**config.mk**
```make
export PLATFORM = sky130hd
export DESIGN_NAME = art_timer
export DESIGN_NICKNAME = d
export VERILOG_FILES = /design/src/art_timer_pkg.sv /design/src/art_tick_if.sv /design/src/art_tick_gen.sv /design/src/art_timer.sv
export VERILOG_INCLUDE_DIRS = /design/src
export SDC_FILE = /design/constraint.sdc
export NUM_CORES = 1
export LEC_CHECK = 0
export BUFFER_PORTS_ARGS = -buffer_cell sky130_fd_sc_hd__buf_2
export CORE_MARGIN = 2
export CORE_UTILIZATION = 30
export CTS_CLUSTER_SIZE = 16
export DETAILED_ROUTE_END_ITERATION = 16
export SYNTH_ARGS = -nofsm -noshare
export SYNTH_HDL_FRONTEND = slang
export SYNTH_SLANG_ARGS = --single-unit
```
**constraint.sdc**
```tcl
create_clock -name ref_clk -period 7.7 [get_ports ref_clk]
set_clock_uncertainty 0.05 [all_clocks]
set_input_delay 0.385 -clock ref_clk [delete_from_list [all_inputs] [get_ports ref_clk]]
set_output_delay 0.385 -clock ref_clk [all_outputs]
set_load 0.02 [all_outputs]
```
**src/art_timer_map.svh**
```systemverilog
// register offsets, field positions, reset values and divider counts of the timer
`ifndef ART_TIMER_MAP_SVH
`define ART_TIMER_MAP_SVH

`define ART_OFS_CTRL       8'h00
`define ART_OFS_CNT_LOW    8'h04
`define ART_OFS_CNT_HIGH   8'h08
`define ART_OFS_RLD_LOW    8'h0c
`define ART_OFS_RLD_HIGH   8'h10
`define ART_OFS_CLK_CTRL   8'h14
`define ART_OFS_STATUS     8'h18

`define ART_CTRL_HIGH_FLAG 7
`define ART_CTRL_LOW_FLAG  6
`define ART_CTRL_LOW_IRQEN 5
`define ART_CTRL_CAPT_EN   4
`define ART_CTRL_SPLIT     3
`define ART_CTRL_RUN       2
`define ART_CTRL_EXT_SEL   0

`define ART_CLK_LOW_SEL    0
`define ART_CLK_HIGH_SEL   1
`define ART_CLK_IRQ_EN     2

`define ART_STAT_SYNC      0
`define ART_STAT_SUSPEND   1

`define ART_RESET_BYTE     8'h00
`define ART_DIV_SYS        4'hc
`define ART_DIV_EXT        3'h7
`define ART_SYNC_TICKS     2'h3

`endif

```
**src/art_timer_pkg.sv**
```systemverilog
// types shared by the timer modules
package art_timer_pkg;
    typedef enum logic [1:0] {
        ART_RUN  = 2'b00,
        ART_SUSP = 2'b01,
        ART_SYNC = 2'b11
    } art_state_e;

    typedef logic [7:0] art_byte_t;
endpackage

```
**src/art_tick_if.sv**
```systemverilog
// tick strobes from the clock source generator to the counter
interface art_tick_if;
    logic div12Tick;
    logic extTickSync;
    logic extTickDirect;

    modport source (output div12Tick, output extTickSync, output extTickDirect);
    modport sink   (input div12Tick, input extTickSync, input extTickDirect);
endinterface

```
**src/art_tick_gen.sv**
```systemverilog
// prescalers: system clock / 12 and external pin / 8, with pin synchroniser
`include "art_timer_map.svh"
module art_tick_gen
    import art_timer_pkg::*;
(
    input  wire logic ref_clk,
    input  wire logic reset,
    input  wire logic extClkPin,
    art_tick_if.source tick
);
    typedef struct packed {
        logic [3:0] div12Cnt;
        logic       pinMeta;
        logic       pinSync;
        logic       pinLast;
        logic [2:0] div8Cnt;
        logic       div12Tick;
        logic       extDirect;
        logic       extSync;
    } art_gen_s;

    art_gen_s gen_r;
    art_gen_s gen_nxt;

    // next state of both dividers
    always_comb begin
        gen_nxt           = gen_r;
        gen_nxt.pinMeta   = extClkPin;
        gen_nxt.pinSync   = gen_r.pinMeta;
        gen_nxt.pinLast   = gen_r.pinSync;
        gen_nxt.div12Tick = 1'b0;
        gen_nxt.extDirect = 1'b0;
        if (gen_r.div12Cnt == `ART_DIV_SYS - 4'h1) begin
            gen_nxt.div12Cnt  = 4'h0;
            gen_nxt.div12Tick = 1'b1;
        end else begin
            gen_nxt.div12Cnt = gen_r.div12Cnt + 4'h1;
        end
        // only the second stage is watched for edges
        if (gen_r.pinSync && !gen_r.pinLast) begin
            gen_nxt.div8Cnt = gen_r.div8Cnt + 3'h1;
            if (gen_r.div8Cnt == `ART_DIV_EXT) begin
                gen_nxt.extDirect = 1'b1;
            end
        end
        gen_nxt.extSync = gen_r.extDirect;
    end

    always_ff @(posedge ref_clk) begin
        if (reset) begin
            gen_r <= '0;
        end else begin
            gen_r <= gen_nxt;
        end
    end

    assign tick.div12Tick     = gen_r.div12Tick;
    assign tick.extTickSync   = gen_r.extSync;
    assign tick.extTickDirect = gen_r.extDirect;
endmodule

```
**src/art_timer.sv**
```systemverilog
// auto-reload timer with split mode, comparator capture and suspend wake-up
`include "art_timer_map.svh"
module art_timer
    import art_timer_pkg::*;
(
    input  wire logic        ref_clk,
    input  wire logic        reset,
    input  wire logic [7:0]  paddr,
    input  wire logic        psel,
    input  wire logic        penable,
    input  wire logic        pwrite,
    input  wire logic [31:0] pwdata,
    output logic [31:0]      prdata,
    output logic             pready,
    output logic             pslverr,
    input  wire logic        extClkPin,
    input  wire logic        cmpOut,
    input  wire logic        suspendMode,
    input  wire logic        otherWake,
    output logic             wakeUp,
    output logic             timerIrq
);
    // all state of the timer except the prescalers in one record, registered once below
    typedef struct packed {
        art_state_e state;
        logic [1:0] syncTicks;
        art_byte_t  cntLow;
        art_byte_t  cntHigh;
        art_byte_t  rldLow;
        art_byte_t  rldHigh;
        logic       highFlag;
        logic       lowFlag;
        logic       lowIrqEn;
        logic       captEn;
        logic       split;
        logic       run;
        logic       extSel;
        logic       lowClkSel;
        logic       highClkSel;
        logic       irqEn;
        logic       cmpMeta;
        logic       cmpSync;
        logic       cmpLast;
        logic       susMeta;
        logic       susSync;
        logic       susLast;
        logic       wakeMeta;
        logic       wakeSync;
        logic       wakeLast;
        logic       wake;
        logic       refuse;
        logic [31:0] rdata;
    } art_state_s;

    art_state_s st_r;
    art_state_s st_nxt;
    // tick strobes from the prescalers
    art_tick_if tickBus ();

    art_tick_gen u_tick_gen (
        .ref_clk   (ref_clk),
        .reset     (reset),
        .extClkPin (extClkPin),
        .tick      (tickBus)
    );

    // pick the tick for one half from its select bit and the shared select
    function automatic logic half_tick(input logic sysSel, input logic extSel,
                                       input logic capt, input logic suspended,
                                       input logic d12, input logic eSync,
                                       input logic eDirect);
        logic t;
        t = 1'b0;
        if (sysSel) begin
            t = 1'b1;
        end else if (extSel && !capt) begin
            t = suspended ? eDirect : eSync;
        end else begin
            // capture ignores the external source and runs from /12 when the half's system select is clear
            t = d12;
        end
        return t;
    endfunction

    // counter byte address decode, used to refuse counter access while syncing
    function automatic logic is_count_reg(input logic [7:0] a);
        return (a == `ART_OFS_CNT_LOW) || (a == `ART_OFS_CNT_HIGH);
    endfunction

    // decoded views of the state, shared by the bus and the counter
    logic        suspended;
    logic        syncBusy;
    logic        setupRd;
    logic        wrAcc;
    logic        refused;
    logic        tickLow;
    logic        tickHigh;
    logic        captMode;
    logic        captEdge;
    logic        otherWakeEdge;
    logic [15:0] cnt16;
    logic [7:0]  ctrlRd;

    // capture needs enable and unsplit mode
    assign captMode  = st_r.captEn && !st_r.split;
    assign suspended = st_r.susSync;
    assign syncBusy  = (st_r.state == ART_SYNC);
    assign cnt16     = {st_r.cntHigh, st_r.cntLow};
    // edge seen from two synchronised samples
    assign captEdge  = st_r.cmpSync && !st_r.cmpLast;
    // a foreign wake may arrive as a level; only its rise matters
    assign otherWakeEdge = st_r.wakeSync && !st_r.wakeLast;
    assign tickLow  = half_tick(st_r.lowClkSel, st_r.extSel, captMode, suspended,
                                tickBus.div12Tick, tickBus.extTickSync,
                                tickBus.extTickDirect);
    // unused in 16-bit mode, where the low-half select drives the count
    assign tickHigh = half_tick(st_r.highClkSel, st_r.extSel, captMode, suspended,
                                tickBus.div12Tick, tickBus.extTickSync,
                                tickBus.extTickDirect);

    // counter bytes refused while the sync flag is up
    assign refused = syncBusy && is_count_reg(paddr);
    assign setupRd = psel && !penable && !pwrite;
    assign wrAcc   = psel && penable && pwrite && !st_r.refuse;
    assign ctrlRd  = {st_r.highFlag, st_r.lowFlag, st_r.lowIrqEn, st_r.captEn,
                      st_r.split, st_r.run, 1'b0, st_r.extSel};

    // zero wait states; read data captured in the setup cycle
    // so prdata comes from a flop; a value that moves during the
    // access cycle is therefore seen one read later
    // a refused counter access answers with an error, never a wait
    assign pready  = 1'b1;
    assign pslverr = psel && penable && st_r.refuse;
    assign prdata  = st_r.rdata;
    assign wakeUp  = st_r.wake;

    // timer irq follows the high flag while irqEn in clock control is set
    // low flag joins when its enable is set
    // either half may raise it in split mode
    // level output: it stays up until software clears the flag or its enable
    assign timerIrq = st_r.irqEn &&
                      (st_r.highFlag || (st_r.lowIrqEn && st_r.lowFlag));

    // whole next state: bus, counting, capture, suspend sequencing
    always_comb begin
        // overflow and capture events of this cycle
        logic setHigh;
        logic setLow;
        logic lowWrap;
        logic highWrap;
        st_nxt = st_r;
        setHigh  = 1'b0;
        setLow   = 1'b0;
        lowWrap  = 1'b0;
        highWrap = 1'b0;
        // pulses drop; pins shift through three flops, the first is never read
        st_nxt.wake     = 1'b0;
        st_nxt.cmpMeta  = cmpOut;
        st_nxt.cmpSync  = st_r.cmpMeta;
        st_nxt.cmpLast  = st_r.cmpSync;
        st_nxt.susMeta  = suspendMode;
        st_nxt.susSync  = st_r.susMeta;
        st_nxt.susLast  = st_r.susSync;
        st_nxt.wakeMeta = otherWake;
        st_nxt.wakeSync = st_r.wakeMeta;
        st_nxt.wakeLast = st_r.wakeSync;

        // bus reads, answered in the following access cycle
        if (setupRd) begin
            case (paddr)
                `ART_OFS_CTRL:     st_nxt.rdata = {24'h000000, ctrlRd};
                `ART_OFS_CNT_LOW:  st_nxt.rdata = {24'h000000, st_r.cntLow};
                `ART_OFS_CNT_HIGH: st_nxt.rdata = {24'h000000, st_r.cntHigh};
                `ART_OFS_RLD_LOW:  st_nxt.rdata = {24'h000000, st_r.rldLow};
                `ART_OFS_RLD_HIGH: st_nxt.rdata = {24'h000000, st_r.rldHigh};
                `ART_OFS_CLK_CTRL: st_nxt.rdata = {29'h00000000, st_r.irqEn,
                                                   st_r.highClkSel, st_r.lowClkSel};
                `ART_OFS_STATUS:   st_nxt.rdata = {30'h00000000, suspended, syncBusy};
                // unmapped offsets read zero
                default:           st_nxt.rdata = 32'h00000000;
            endcase
            if (refused) begin
                st_nxt.rdata = 32'h00000000;
            end
        end

        // refusal latched at setup, so error, data and write agree
        if (psel && !penable) begin
            st_nxt.refuse = refused;
        end

        // bus writes; hardware updates below override on a collision
        if (wrAcc) begin
            case (paddr)
                `ART_OFS_CTRL: begin
                    st_nxt.highFlag = pwdata[`ART_CTRL_HIGH_FLAG];
                    st_nxt.lowFlag  = pwdata[`ART_CTRL_LOW_FLAG];
                    st_nxt.lowIrqEn = pwdata[`ART_CTRL_LOW_IRQEN];
                    st_nxt.captEn   = pwdata[`ART_CTRL_CAPT_EN];
                    st_nxt.split    = pwdata[`ART_CTRL_SPLIT];
                    st_nxt.run      = pwdata[`ART_CTRL_RUN];
                    st_nxt.extSel   = pwdata[`ART_CTRL_EXT_SEL];
                end
                `ART_OFS_CNT_LOW:  st_nxt.cntLow  = pwdata[7:0];
                `ART_OFS_CNT_HIGH: st_nxt.cntHigh = pwdata[7:0];
                `ART_OFS_RLD_LOW:  st_nxt.rldLow  = pwdata[7:0];
                `ART_OFS_RLD_HIGH: st_nxt.rldHigh = pwdata[7:0];
                `ART_OFS_CLK_CTRL: begin
                    st_nxt.lowClkSel  = pwdata[`ART_CLK_LOW_SEL];
                    st_nxt.highClkSel = pwdata[`ART_CLK_HIGH_SEL];
                    st_nxt.irqEn      = pwdata[`ART_CLK_IRQ_EN];
                end
                default: ;
            endcase
        end

        if (st_r.split) begin
            // low half reloads from its own byte
            if (tickLow) begin
                if (st_r.cntLow == 8'hff) begin
                    st_nxt.cntLow = st_r.rldLow;
                    lowWrap = 1'b1;
                end else begin
                    st_nxt.cntLow = st_r.cntLow + 8'h01;
                end
            end
            if (tickHigh && st_r.run) begin
                if (st_r.cntHigh == 8'hff) begin
                    st_nxt.cntHigh = st_r.rldHigh;
                    highWrap = 1'b1;
                end else begin
                    st_nxt.cntHigh = st_r.cntHigh + 8'h01;
                end
            end
            setLow  = lowWrap;
            setHigh = highWrap;
        end else if (st_r.run && tickLow) begin
            {st_nxt.cntHigh, st_nxt.cntLow} = cnt16 + 16'h0001;
            // the low flag follows the low byte in every mode
            setLow = (st_r.cntLow == 8'hff);
            if (cnt16 == 16'hffff) begin
                setHigh = 1'b1;
                // capture mode wraps to zero: the reload pair holds captures
                if (!captMode) begin
                    st_nxt.cntLow  = st_r.rldLow;
                    st_nxt.cntHigh = st_r.rldHigh;
                end
            end
        end

        // capture copies the live count into the reload pair
        // a comparator rise in split mode is dropped by the mode gate
        if (captMode && captEdge) begin
            st_nxt.rldLow  = st_r.cntLow;
            st_nxt.rldHigh = st_r.cntHigh;
            setHigh = 1'b1;
        end

        // hardware only sets; set beats a same-cycle clear
        if (setHigh) begin
            st_nxt.highFlag = 1'b1;
        end
        if (setLow) begin
            st_nxt.lowFlag = 1'b1;
        end

        // suspend and wake sequencing
        case (st_r.state)
            ART_RUN: begin
                // only a fresh suspend; the input lingers high after a timer wake
                if (suspended && !st_r.susLast) begin
                    st_nxt.state = ART_SUSP;
                end
            end
            ART_SUSP: begin
                // overflow in suspend wakes the device
                // in split mode either half may wake it
                if (setHigh || setLow && st_r.split) begin
                    st_nxt.wake  = 1'b1;
                    st_nxt.state = ART_RUN;
                end else if (otherWakeEdge || !suspended) begin
                    // foreign wake needs three timer ticks to settle
                    st_nxt.state     = ART_SYNC;
                    st_nxt.syncTicks = 2'h0;
                end
            end
            ART_SYNC: begin
                // counts low-half ticks; a stopped low clock holds the flag up
                if (tickLow) begin
                    if (st_r.syncTicks == `ART_SYNC_TICKS - 2'h1) begin
                        st_nxt.state = ART_RUN;
                    end else begin
                        st_nxt.syncTicks = st_r.syncTicks + 2'h1;
                    end
                end
            end
            default: st_nxt.state = ART_RUN;
        endcase
    end

    // one register for the whole state
    always_ff @(posedge ref_clk) begin
        if (reset) begin
            st_r       <= '0;
            st_r.state <= ART_RUN;
        end else begin
            st_r <= st_nxt;
        end
    end
endmodule

```
# Word-level counts from Yosys, hierarchy flattened

Cells that the tools add are included.

Logic and storage cells: 165
Input bits: 49
Flip-flop bits (word level): 102

Muxes and demuxes: 46
Equal/unequal tests: 21
Reduce and logical (&&, ||, !) cells: 54
Bitwise gates (word level): 2
$add $sub $neg: 6

Operator list:

| cell                    | number |
|---|---|
| $mux W16                | 5 |
| $mux W8                 | 8 |
| $pmux W8 S7             | 1 |
| $mux W42                | 1 |
| $mux W32                | 1 |
| $eq A8 B5 Y1 const B    | 3 |
| $logic_and A1 B1 Y1     | 19 |
| $mux W1                 | 19 |
| $add A16 B1 Y16 const B | 1 |
| $add A8 B1 Y8 const B   | 2 |
| $eq A16 B16 Y1 const B  | 1 |
| $eq A8 B4 Y1 const B    | 2 |
| $eq A8 B8 Y1 const B    | 2 |
| $reduce_bool A2 Y1      | 8 |
| $reduce_and A2 Y1       | 6 |
| $logic_not A1 Y1        | 10 |
| $mux W2                 | 5 |
| $eq A8 B3 Y1 const B    | 1 |
| $logic_not A8 Y1        | 1 |
| $mux W4                 | 2 |
| $ne A2 B2 Y1 const B    | 4 |
| $mux W7                 | 1 |
| $pmux W2 S3             | 1 |
| $reduce_or A2 Y1        | 3 |
| other kinds (16)        | 22 |

# Longest topological paths before layout

Gate-level depths: netlist of the first run.

Depth after elaboration: 13
Mapped depth: 10
Depth with buffers taken out: 7

# Cells and area by module

A second synthesis of the first run with hierarchy kept.

Cell total of the unflattened synthesis: 617
Area total of the unflattened synthesis: 5103.6 µm²

Modules (own cells, without submodules):

| module       | instances | area each (µm²) | cells an instance |
|---|---|---|---|
| art_timer    | 1         | 4645.7          | 575 |
| art_tick_gen | 1         | 457.9           | 42 |

# Least setup slack after synthesis of the first run

No wires, ideal clock.

Kind: input to register
Start point: input paddr[0]
End point: register st_r, in the netlist ctrlRd[7]
Setup time: 137 ps
Setup slack: 4981 ps
Arrival time: 2532 ps
Stages: 10
Path buffers: 4
Path through: or4_4 buf_6 or2_1 buf_6 or3_1 buf_2 or3_1 buf_6 mux2i_1 a31oi_1

Longest elaborated chain between the ends: 3

RTL lines:

| item                         | line             | text |
|---|---|---|
| start: declaration           | art_timer.sv:8   | `input wire logic [7:0] paddr,` |
| $logic_not A8 Y1             | art_timer.sv:194 | `case (paddr)` |
| $reduce_bool A2 Y1 (no line) | --               |  |
| $reduce_and A2 Y1 (no line)  | --               |  |
| end signal: assignment       | art_timer.sv:307 | `st_r <= st_nxt;` |
| end: declaration             | art_timer.sv:55  | `art_state_s st_r;` |

Every way passes these cells.
A chain may end at the register's enable or synchronous reset.

# Worst setup path in the final report of the first run

Start point: register st_r, in the netlist cnt16[0]
End point: register st_r, in the netlist cnt16[5]

Longest elaborated chain between the ends: 5
Elaborated cells on any way between the ends: 10

RTL lines:

| item            | line             | text |
|---|---|---|
| $add A16 B1 Y16 | art_timer.sv:238 | `{st_nxt.cntHigh, st_nxt.cntLow} = cnt16 + 16'h0001;` |
| $mux W16        | art_timer.sv:244 | `if (!captMode) begin` |
| $mux W16        | art_timer.sv:241 | `if (cnt16 == 16'hffff) begin` |
| $mux W16        | art_timer.sv:237 | `end else if (st_r.run && tickLow) begin` |
| $mux W16 *      | art_timer.sv:217 | `if (st_r.split) begin` |

Every way passes the cells marked *; elsewhere a longest branch is shown, timed or not.

==> flow_summary_export.csv, run 1 <==
group,metric,value,unit
routing,first_pass_iters,7,
die,ioPinCount,85,
worst_hold_path,hp-class,"in -> reg",
logic_synthesis,synth_area_leaders,"dfxtp_1 (32%), mux2i_1 (12%), nor2_1 (5.4%)",
logic_synthesis,async_flop_share,0,%
global_routing,first_global_vias,3978,
cells_and_area,drive_gt1_share,12.2,%
pwr,ir_worst_vdd,0.0000857,V
routing,drc,0,
timing,hold-worst-slack,0.195,ns
logic_synthesis,synth_xor_area_share,3.02,%
timing,rsz0062_at_grt,"no",
logic_synthesis,synth_compound_area_share,17.4,%
clock_network,cts_hold_buf,0,
timing,fmax,319,MHz
logic_synthesis,synth-simple-area-share,22.7,%
worst_setup_path,cp-start-kind,"flop",
timing,worst_pin_slew,0.994,ns
placed_design,gp_congestion,0.890,
placed_design,dp_hpwl,9220,µm
global_routing,grt_pass1_wl,21600,µm
logic_synthesis,synth-main-ff-cell,"dfxtp_1",
routing,antenna_left,0,
logic_synthesis,ys_types,62,
global_routing,antenna_found_initial,0,
placed_design,place.port_buffers,35,
die,dieArea,17500,µm²
logic_synthesis,netlist.top_cell.by_area,"dfxtp_1",
timing,period_minus_slack,3.13,ns
global_routing,grt_max_degree,78,
logic_synthesis,synth_fa_ha_area_share,1.52,%
worst_setup_path,end_kind,"flop",
placed_design,place_area,5050,µm²
run,drv_cap,0,
cells_and_area,nets,649,
status,status,"completed",
clock_network,clkTransAtPathRegs,0.06,ns
logic_synthesis,synth-edff-count,0,
pwr,power,893,µW
clock_network,cts_num_sinks,78,
cells_and_area,final_area,5350,µm²
clock_network,cts_resized,0,
timing,finalSetupViolCount,0,
clock_network,worst_skew_pair.late_latency,0.35,ns
logic_synthesis,synth_top_family_by_area,"simple AND/OR/NAND/NOR gates",
worst_setup_path,required,7.85,ns
routing,vias,4264,
clock_network,clockBufferDepth,2,
logic_synthesis,ys_seq_elements,78,
timing,tns,0,ns
die,die_h,132,µm
cells_and_area,area_growth,8.48,%
logic_synthesis,synth_area,4930,µm²
timing,finalMaxSlewViolations,0,
global_routing,track_usage,15.7,%
clock_network,cts_setup_buffers,0,
die,start_util,30.9,%
logic_synthesis,yosysSeqAreaShare,31.7,%
logic_synthesis,synth.avg_cell_area,8.24,µm²
worst_setup_path,critPathKind,"reg -> reg",
pwr,p_per_area,167,nW/µm²
clock_network,root_buffer,"clkbuf_16",
logic_synthesis,synth_top_area_share,31.7,%
die,row_count,46,
die,chipWidth,132,µm
worst_setup_path,worst_ep_arrival_time,3.28,ns
routing,wl_per_cell,16.6,µm
clock_network,cts_made_buffers,9,
global_routing,overflow,0,
worst_setup_path,path_max_fanout,13,
logic_synthesis,netlist_instances,598,
logic_synthesis,yosys_warnings,0,
pwr,p_leak,0.00219,µW
clock_network,cts_tree,"built",
clock_network,ctsHtreeMaxLevel,3,
timing,period_share,40.7,%
die,coreArea,15900,µm²
routing,via_per_inst,5.23,
routing,first_iter_violations,346,
timing,hold_violations,0,
routing,wl,13500,µm
timing,relSlewSlack,33.3,%
logic_synthesis,yosys-mux-area-fraction,14.2,%
[power by group]
| part | switching (µW) | internal, µW |
|---|---|---|
| Combinational | 38.1 | 15.7 |
| Clock | 171 | 257 |
| Sequential | 3.41 | 408 |
| Total | 212 | 681 |
[synthesized netlist by cell type, types with 14 or more instances]
cell       n
dfxtp_1   78
nor2_1    71
mux2i_1   60
nand2_1   43
buf_4     33
a21oi_1   32
clkbuf_1  32
a211oi_1  24
o21ai_0   20
nor2b_1   17
nand3_1   14
[registers in the layout, indices dropped and copies added (netlist names)]
| signal | flops |
|---|---|
| u_tick_gen.tick.extTickSync | 1 |
| cnt16 | 16 |
| st_r | 27 |
| u_tick_gen.tick.div12Tick | 1 |
| prdata | 8 |
| ctrlRd | 7 |
| wakeUp | 1 |
| u_tick_gen.gen_nxt | 2 |
| u_tick_gen.gen_r | 8 |
| st_nxt | 5 |
| suspended | 1 |
| u_tick_gen.tick.extTickDirect | 1 |
[routing by layer]
metal | up-vias | track usage (%) | share of wire (%)
li1 | 2099 | - | -
met1 | 2005 | 21.0 | 46
met2 | 139 | 24.2 | 45
met3 | 21 | 3.61 | 7.5
met4 | 0 | 6.51 | 2.0
met5 | - | 0 | 0
[worst max-delay path, stage by stage (launching register included)]
cell      delay [ns]
dfxtp_1         0.50
ha_1            0.25
nand3_1         0.16
nor2_1          0.60
nand3_1         0.65
mux2_2          0.48
a211oi_1        0.23
a311oi_1        0.07
[path summary, 6_finish.rpt]
kind	startpoint	end	slack, ns	cells past startpoint
worst max-delay path	cnt16[0]	cnt16[5]	4.57	7
worst min-delay path	cmpOut	st_nxt[41]	0.20	2
worst max register to register	cnt16[0]	cnt16[5]	4.57	7
worst min register to register	st_nxt[34]	st_r[34]	0.38	2
[through the flow]
stage	worst slack [ns]	util, %	cells
after floorplan	4.98	-	621
after global placement	4.55	31.7	799
after detailed placement	4.57	31.7	799
after CTS	4.54	33.5	814
after global routing	4.42	33.5	814
final	4.57	33.5	815
[layout make-up]
class	instances	area (µm²)
Clock buffer	11	243
Sequential cell	78	1560
Fill cell	1693	10600
Multi-Input combinational cell	461	3000
Inverter	5	18.8
Clock inverter	4	47.5
Antenna cell	1	2.50
Tap cell	216	270
Timing Repair Buffer	39	205
[logic make-up after synthesis]
logic type,Yosys count
other cells,2
fa+ha+maj,6
compound gates,129
simple gates,216
flops,78
buf+inv,82
mux,68
xor+xnor,17
[cell usage in the layout, fill, tap and decap left out, drive strengths merged, types with 3 or more instances in the layout]
cell and count:
nor2b 17, conb 25, a211oi 24, a31oi 7, nand4b 4, and2 3
o22ai 8, o2111ai 5, nor2 71, nor4 6, a22oi 6, ha 6
nand2 43, xor2 8, nand2b 7, nand3 14, nor3b 7, and4 4
clkbuf 11, a21oi 32, dfxtp 78, o211ai 3, nor3 9, nand4 6
buf 39, inv 5, mux2i 60, mux2 7, xnor2 9, and3 9
or2 5, o21ai 20
(Power assumes the default switching activity.)
==> run 2, diff against run 1 <==
--- a/config.mk
+++ b/config.mk
@@ -6,6 +6,7 @@
 export SDC_FILE = /design/constraint.sdc
 export NUM_CORES = 1
 export LEC_CHECK = 0
+export ABC_AREA = 1
 export BUFFER_PORTS_ARGS = -buffer_cell sky130_fd_sc_hd__buf_2
 export CORE_MARGIN = 2
 export CORE_UTILIZATION = 30
==> constraint.sdc (replaced) <==
create_clock -name ref_clk -period 2.8 [get_ports ref_clk]
set_clock_uncertainty 0.05 [all_clocks]
set_input_delay 0.14 -clock ref_clk [delete_from_list [all_inputs] [get_ports ref_clk]]
set_output_delay 0.14 -clock ref_clk [all_outputs]
set_load 0.02 [all_outputs]
==> run 2 against run 1 <==
Net effect:
- register-to-register slack got worse by 4.0 ns
- hold slack got worse by 0.16 ns
- count of clock-buffer cells in the layout fell by 2
- critical path depth rose by 4
- die area rose by 2.7%
- wire length rose by 12%
- fmax rose by 37%
- sequential share of layout area fell by 1.3 points
- cell area rose by 4.6%
- first-iteration DRC count rose by 29%
- setup slack got worse by 4.0 ns
- sequential cell count did not move
==> flow_summary_export.csv, run 2 <==
group,metric,value,unit
logic_synthesis,async_flop_share,0,%
timing,fmax,438,MHz
routing,first_pass_iters,5,
logic_synthesis,netlist.top_cell.by_area,"dfxtp_1",
global_routing,antenna_found_initial,0,
placed_design,place.port_buffers,35,
routing,drc,0,
logic_synthesis,ys_types,46,
logic_synthesis,synth-edff-count,0,
placed_design,gp_congestion,0.953,
logic_synthesis,synth-main-ff-cell,"dfxtp_1",
status,status,"completed",
pwr,pwr-share-comb,10.1,%
global_routing,overflow,0,
cells_and_area,diodes,0,
cells_and_area,area_growth,10.4,%
logic_synthesis,netlist_instances,776,
global_routing,first_global_vias,4557,
logic_synthesis,synth_top_area_share,30.8,%
die,die_h,134,µm
logic_synthesis,yosysSeqAreaShare,30.8,%
pwr,sw_frac_of_total,28.7,%
cells_and_area,fillers,1792,
timing,hold_violations,0,
clock_network,root_buffer,"clkbuf_16",
clock_network,cts_setup_buffers,0,
die,coreArea,16500,µm²
die,chipWidth,134,µm
timing,final.setup.worst_slack,0.519,ns
timing,worst_pin_slew,0.828,ns
timing,relSlewSlack,44.8,%
die,ioPinCount,85,
timing,finalMaxSlewViolations,0,
pwr,pwr-share-seq,45.0,%
worst_setup_path,path_cells,"ha_1, nand2_2, nor2_2, nand2_4, nor2_4, nand2_4, inv_2, a21oi_1, o21ai_0, nand3_1, a21oi_1",
worst_setup_path,required,3.03,ns
global_routing,grt_max_degree,54,
logic_synthesis,ys_seq_elements,78,
logic_synthesis,yosysMostFrequentCell,"nand2_1",
worst_setup_path,critical-path-max-stage-delay,0.55,ns
pwr,p_leak,0.00239,µW
placed_design,pre_cts_ws,0.610,ns
cells_and_area,nets,853,
worst_setup_path,cp_num_buf_inv,1,
timing,period_share,81.5,%
logic_synthesis,synth_area_leaders,"dfxtp_1 (31%), nand2_1 (13%), inv_1 (6.6%)",
die,row_count,47,
timing,hold-worst-slack,0.0368,ns
clock_network,cts_tree,"built",
worst_setup_path,worst_ep_arrival_time,2.51,ns
pwr,p_clk_share,44.9,%
worst_setup_path,critPathKind,"reg -> reg",
cells_and_area,mostFrequentLayoutCells,"nand2_1 (171), inv_1 (89), nor2_1 (83), dfxtp_1 (78), a21oi_1 (66)",
logic_synthesis,synth.avg_cell_area,6.53,µm²
pwr,ir_worst_vdd,0.000427,V
worst_setup_path,cp-start-kind,"flop",
die,start_util,30.7,%
routing,vias,4996,
placed_design,dp.cells,1003,
global_routing,track_usage,17.5,%
timing,finalSetupViolCount,0,
routing,antenna_left,0,
cells_and_area,largest_register,"st_r",
clock_network,worst_skew_pair.late_latency,0.35,ns
cells_and_area,final_util,33.8,%
worst_setup_path,cp_slowest_cell,"dfxtp_1",
run,drv_cap,0,
cells_and_area,largest_register_ffs,27,
logic_synthesis,yosys_warnings,0,
routing,via_per_inst,4.88,
logic_synthesis,ys_top_cells_by_count,"nand2_1 (171), inv_1 (89), nor2_1 (83)",
worst_setup_path,end_kind,"flop",
worst_setup_path,path_max_fanout,21,
timing,period_minus_slack,2.28,ns
pwr,p_int,1850,µW
clock_network,clockBufferDepth,2,
timing,tns,0,ns
routing,wl,15200,µm
clock_network,cts_num_sinks,78,
pwr,p_per_area,464,nW/µm²
worst_setup_path,crit_family,"simple AND/OR/NAND/NOR gates",
pwr,switchingPower,743,µW
timing,rsz0062_at_grt,"no",
clock_network,cts_made_buffers,9,
cells_and_area,drive_gt1_share,13.2,%
logic_synthesis,synth_area,5070,µm²
clock_network,clkTransAtPathRegs,0.07,ns
global_routing,grt_pass1_wl,24400,µm
cells_and_area,fin_cells,1023,
routing,wl_per_cell,14.9,µm
die,dieArea,17900,µm²
clock_network,ctsHtreeMaxLevel,3,
worst_hold_path,hp-class,"in -> reg",
placed_design,dp_hpwl,10900,µm
routing,first_iter_violations,448,
cells_and_area,final_common_cell,"nand2_1",
==> run 2: cell types whose count changed after synthesis, sizes merged, moves of 8 or more <==
cell / previous run / this run
clkbuf: 32 / 11
o211ai: 3 / 11
nor2b: 17 / 0
nor2: 71 / 93
nand3: 14 / 47
o21ai: 20 / 63
a21oi: 32 / 69
nand2: 43 / 183
a211oi: 24 / 3
inv: 5 / 96
mux2i: 60 / 0
==> run 2: metrics by stage <==
step           instance area, µm²  power, µW
2_1_floorplan                5150       1410
3_3_place_gp                 5260       1450
3_5_place_dp                 5260       1450
4_1_cts                      5590       2620
5_1_grt                      5590       2700
6_report                     5590       2590
==> run 2: final timing paths <==
kind	start	end	slack, ns	cells past startpoint
worst max-delay path	cnt16[8]	cnt16[0]	0.52	11
worst min-delay path	pwdata[4]	st_r[57]	0.04	3
worst max register to register	cnt16[8]	cnt16[0]	0.52	11
worst min register to register	st_nxt[35]	st_nxt[34]	0.35	2
==> run 2: what timing repair did <==
item,CTS,global route
setup endpoints to repair,0,0
hold endpoints to repair,4,0
hold buffers,4,0
gates resized for setup,0,0
==> run 2: cells by family (layout without fill, tap and decap cells) <==
| family | after synthesis | count (layout) | share of synthesized area [%] |
|---|---|---|---|
| and+or+nand+nor | 353 | 353 | 31.3 |
| other | 2 | 25 | 0.148 |
| buffers and inverters | 157 | 161 | 15.2 |
| DFF | 78 | 78 | 30.8 |
| xor gates and xnor gates | 11 | 11 | 1.90 |
| adders and majority gates | 6 | 6 | 1.48 |
| AOI/OAI and AO/OA | 169 | 169 | 19.1 |
==> run 2: power groups by stage <==
stage               clock (µW)  sequential (µW)  combinational, µW
floorplan                    0             1190                219
CTS                       1190             1170                262
detailed placement           0             1190                258
global placement             0             1190                253
finish                    1170             1170                261
global route              1230             1170                306
==> run 2: routing by layer <==
metal | part of all wire [%] | GRT usage, %
met1 | 45 | 23.5
met2 | 45 | 27.6
met3 | 6.9 | 3.14
met4 | 2.9 | 7.39
met5 | 0 | 0
==> run 2: tightest hold or removal path, cell delays in order <==
cell	delay [ns]
buf_2	0.11
nand3_1	0.07
a31oi_1	0.07
==> run 2: layout make-up <==
type,instances,area (µm²),area share (%)
inverters,97,364,6.51
flip-flops and latches,78,1560,27.9
clock inverters,7,63.8,1.14
well taps,220,275,4.92
repair buffers,48,283,5.06
clock buffers,9,225,4.03
multi-input cells,564,2820,50.4
==> run 3, diff against run 2 <==
==> constraint.sdc (replaced) <==
create_clock -name ref_clk -period 2.3 [get_ports ref_clk]
set_clock_uncertainty 0.05 [all_clocks]
set_input_delay 0.115 -clock ref_clk [delete_from_list [all_inputs] [get_ports ref_clk]]
set_output_delay 0.115 -clock ref_clk [all_outputs]
set_load 0.02 [all_outputs]
==> run 3 against run 2 <==
Net effect:
- total power up 25%
- sequential share of layout area is 0.58 points lower
- setup slack got worse by 0.32 ns
- hold slack worse by 0.013 ns
- critical path depth decreased by 5
- first-iteration DRC count down 9.8%
- non-clock buffer count is 14 higher
- cell area is 2.1% higher
- die area stayed put
- sequential cell count is the same
- critical path type unchanged
- highest routed layer unchanged
==> flow_summary_export.csv, run 3 (synthesis gave the netlist of run 2 again) <==
group,metric,value,unit
clock_network,cts_tree,"built",
global_routing,first_global_vias,4520,
cells_and_area,final_area,5710,µm²
cells_and_area,drive_gt1_share,14.7,%
cells_and_area,diodes,0,
timing,rsz0062_at_grt,"no",
worst_setup_path,cp-start-kind,"flop",
global_routing,overflow,0,
cells_and_area,mostFrequentLayoutCells,"nand2_1 (171), inv_1 (89), nor2_1 (83), dfxtp_1 (78), a21oi_1 (66)",
global_routing,track_usage,17.6,%
global_routing,antenna_found_initial,0,
routing,wl_per_cell,14.9,µm
pwr,p_per_area,566,nW/µm²
cells_and_area,fin_cells,1037,
placed_design,gp_congestion,0.940,
worst_setup_path,critPathKind,"reg -> reg",
timing,fmax,475,MHz
worst_setup_path,path_cells,"nor3_4, inv_2, nor2_2, nor2_1, nand2_1, a31oi_1",
die,coreArea,16500,µm²
die,chipWidth,134,µm
timing,tns,0,ns
timing,finalSetupViolCount,0,
timing,period_share,91.5,%
worst_setup_path,end_kind,"flop",
routing,first_pass_iters,5,
cells_and_area,final_common_cell,"nand2_1",
placed_design,place.port_buffers,35,
status,status,"completed",
die,start_util,30.7,%
timing,worst_pin_slew,0.797,ns
global_routing,grt_max_degree,54,
global_routing,grt_pass1_wl,24300,µm
routing,first_iter_violations,404,
worst_setup_path,worst_ep_arrival_time,2.26,ns
cells_and_area,largest_register_ffs,27,
routing,antenna_left,0,
placed_design,dp_hpwl,11200,µm
worst_setup_path,critical-path-max-stage-delay,0.51,ns
run,drv_cap,0,
die,dieArea,17900,µm²
clock_network,clkTransAtPathRegs,0.06,ns
timing,finalMaxSlewViolations,0,
placed_design,place_area,5370,µm²
routing,vias,5015,
placed_design,dp.cells,1017,
clock_network,clockBufferDepth,2,
worst_setup_path,path_max_fanout,11,
pwr,power,3230,µW
worst_hold_path,hp-class,"in -> reg",
cells_and_area,fillers,1775,
clock_network,root_buffer,"clkbuf_16",
cells_and_area,largest_register,"st_r",
clock_network,cts_made_buffers,9,
pwr,p_leak,0.00247,µW
die,die_h,134,µm
clock_network,worst_skew_pair.late_latency,0.35,ns
clock_network,ctsHtreeMaxLevel,3,
cells_and_area,area_growth,12.7,%
timing,period_minus_slack,2.10,ns
routing,via_per_inst,4.84,
timing,hold_violations,0,
worst_setup_path,required,2.46,ns
routing,wl,15500,µm
cells_and_area,nets,867,
die,ioPinCount,85,
routing,drc,0,
timing,relSlewSlack,46.8,%
die,row_count,47,
worst_setup_path,cp_num_buf_inv,1,
clock_network,cts_num_sinks,78,
pwr,ir_worst_vdd,0.000452,V
worst_setup_path,crit_family,"simple AND/OR/NAND/NOR gates",
worst_setup_path,cp_slowest_cell,"nor3_4",
==> run 3: timing repair <==
action / 4_1_cts / 5_1_grt
gates resized for setup: 0 / 0
hold endpoints to repair: 4 / 0
hold buffers: 4 / 0
buffers inserted: 0 / 0
==> run 3: final timing paths <==
kind / end / depth (start not counted) / from / slack, ns
worst max-delay path: st_r[58] / 6 / st_r[32] / 0.20
worst min-delay path: st_r[57] / 3 / pwdata[4] / 0.02
worst max register to register: st_r[58] / 6 / st_r[32] / 0.20
worst min register to register: st_nxt[40] / 2 / st_nxt[41] / 0.35
==> run 3: area by class of cell <==
| type | count | area (µm²) | area share, % |
|---|---|---|---|
| timing repair buffer | 62 | 388 | 6.79 |
| multi-input combinational | 564 | 2820 | 49.4 |
| sequential | 78 | 1560 | 27.3 |
| clock buffer | 9 | 225 | 3.94 |
| inverter | 97 | 364 | 6.37 |
| clock inverter | 7 | 77.6 | 1.36 |
| tap | 220 | 275 | 4.82 |
==> run 3: per-layer routing <==
metal / wire, µm / vias to the layer above / GRT usage, %
li1: - / 2544 / -
met1: 7070 / 2233 / 24.4
met2: 6790 / 197 / 26.5
met3: 1080 / 41 / 3.33
met4: 523 / 0 / 7.68
met5: 0 / - / 0
==> run 3: worst reg2reg max path, cell delays in order (launching register included) <==
cell and delay, ns:
dfxtp_1 0.34, nor3_4 0.51, inv_2 0.25, nor2_2 0.38, nor2_1 0.25, nand2_1 0.11
a31oi_1 0.07
==> run 3: per-stage QoR <==
stage	utilization [%]	hold slack (ns)	worst slack, ns
final	34.6	0.0243	0.195
after global routing	34.6	0.0422	0.0997
after CTS	34.6	0.0150	0.245
after detailed placement	32.5	0.271	0.258
after global placement	32.5	0.268	0.295
after floorplan	-	0.172	0.536
==> run 3: report_power, final <==
group	switching [µW]	internal [µW]
sequential	27.6	1400
combinational	217	99.3
clock	640	855
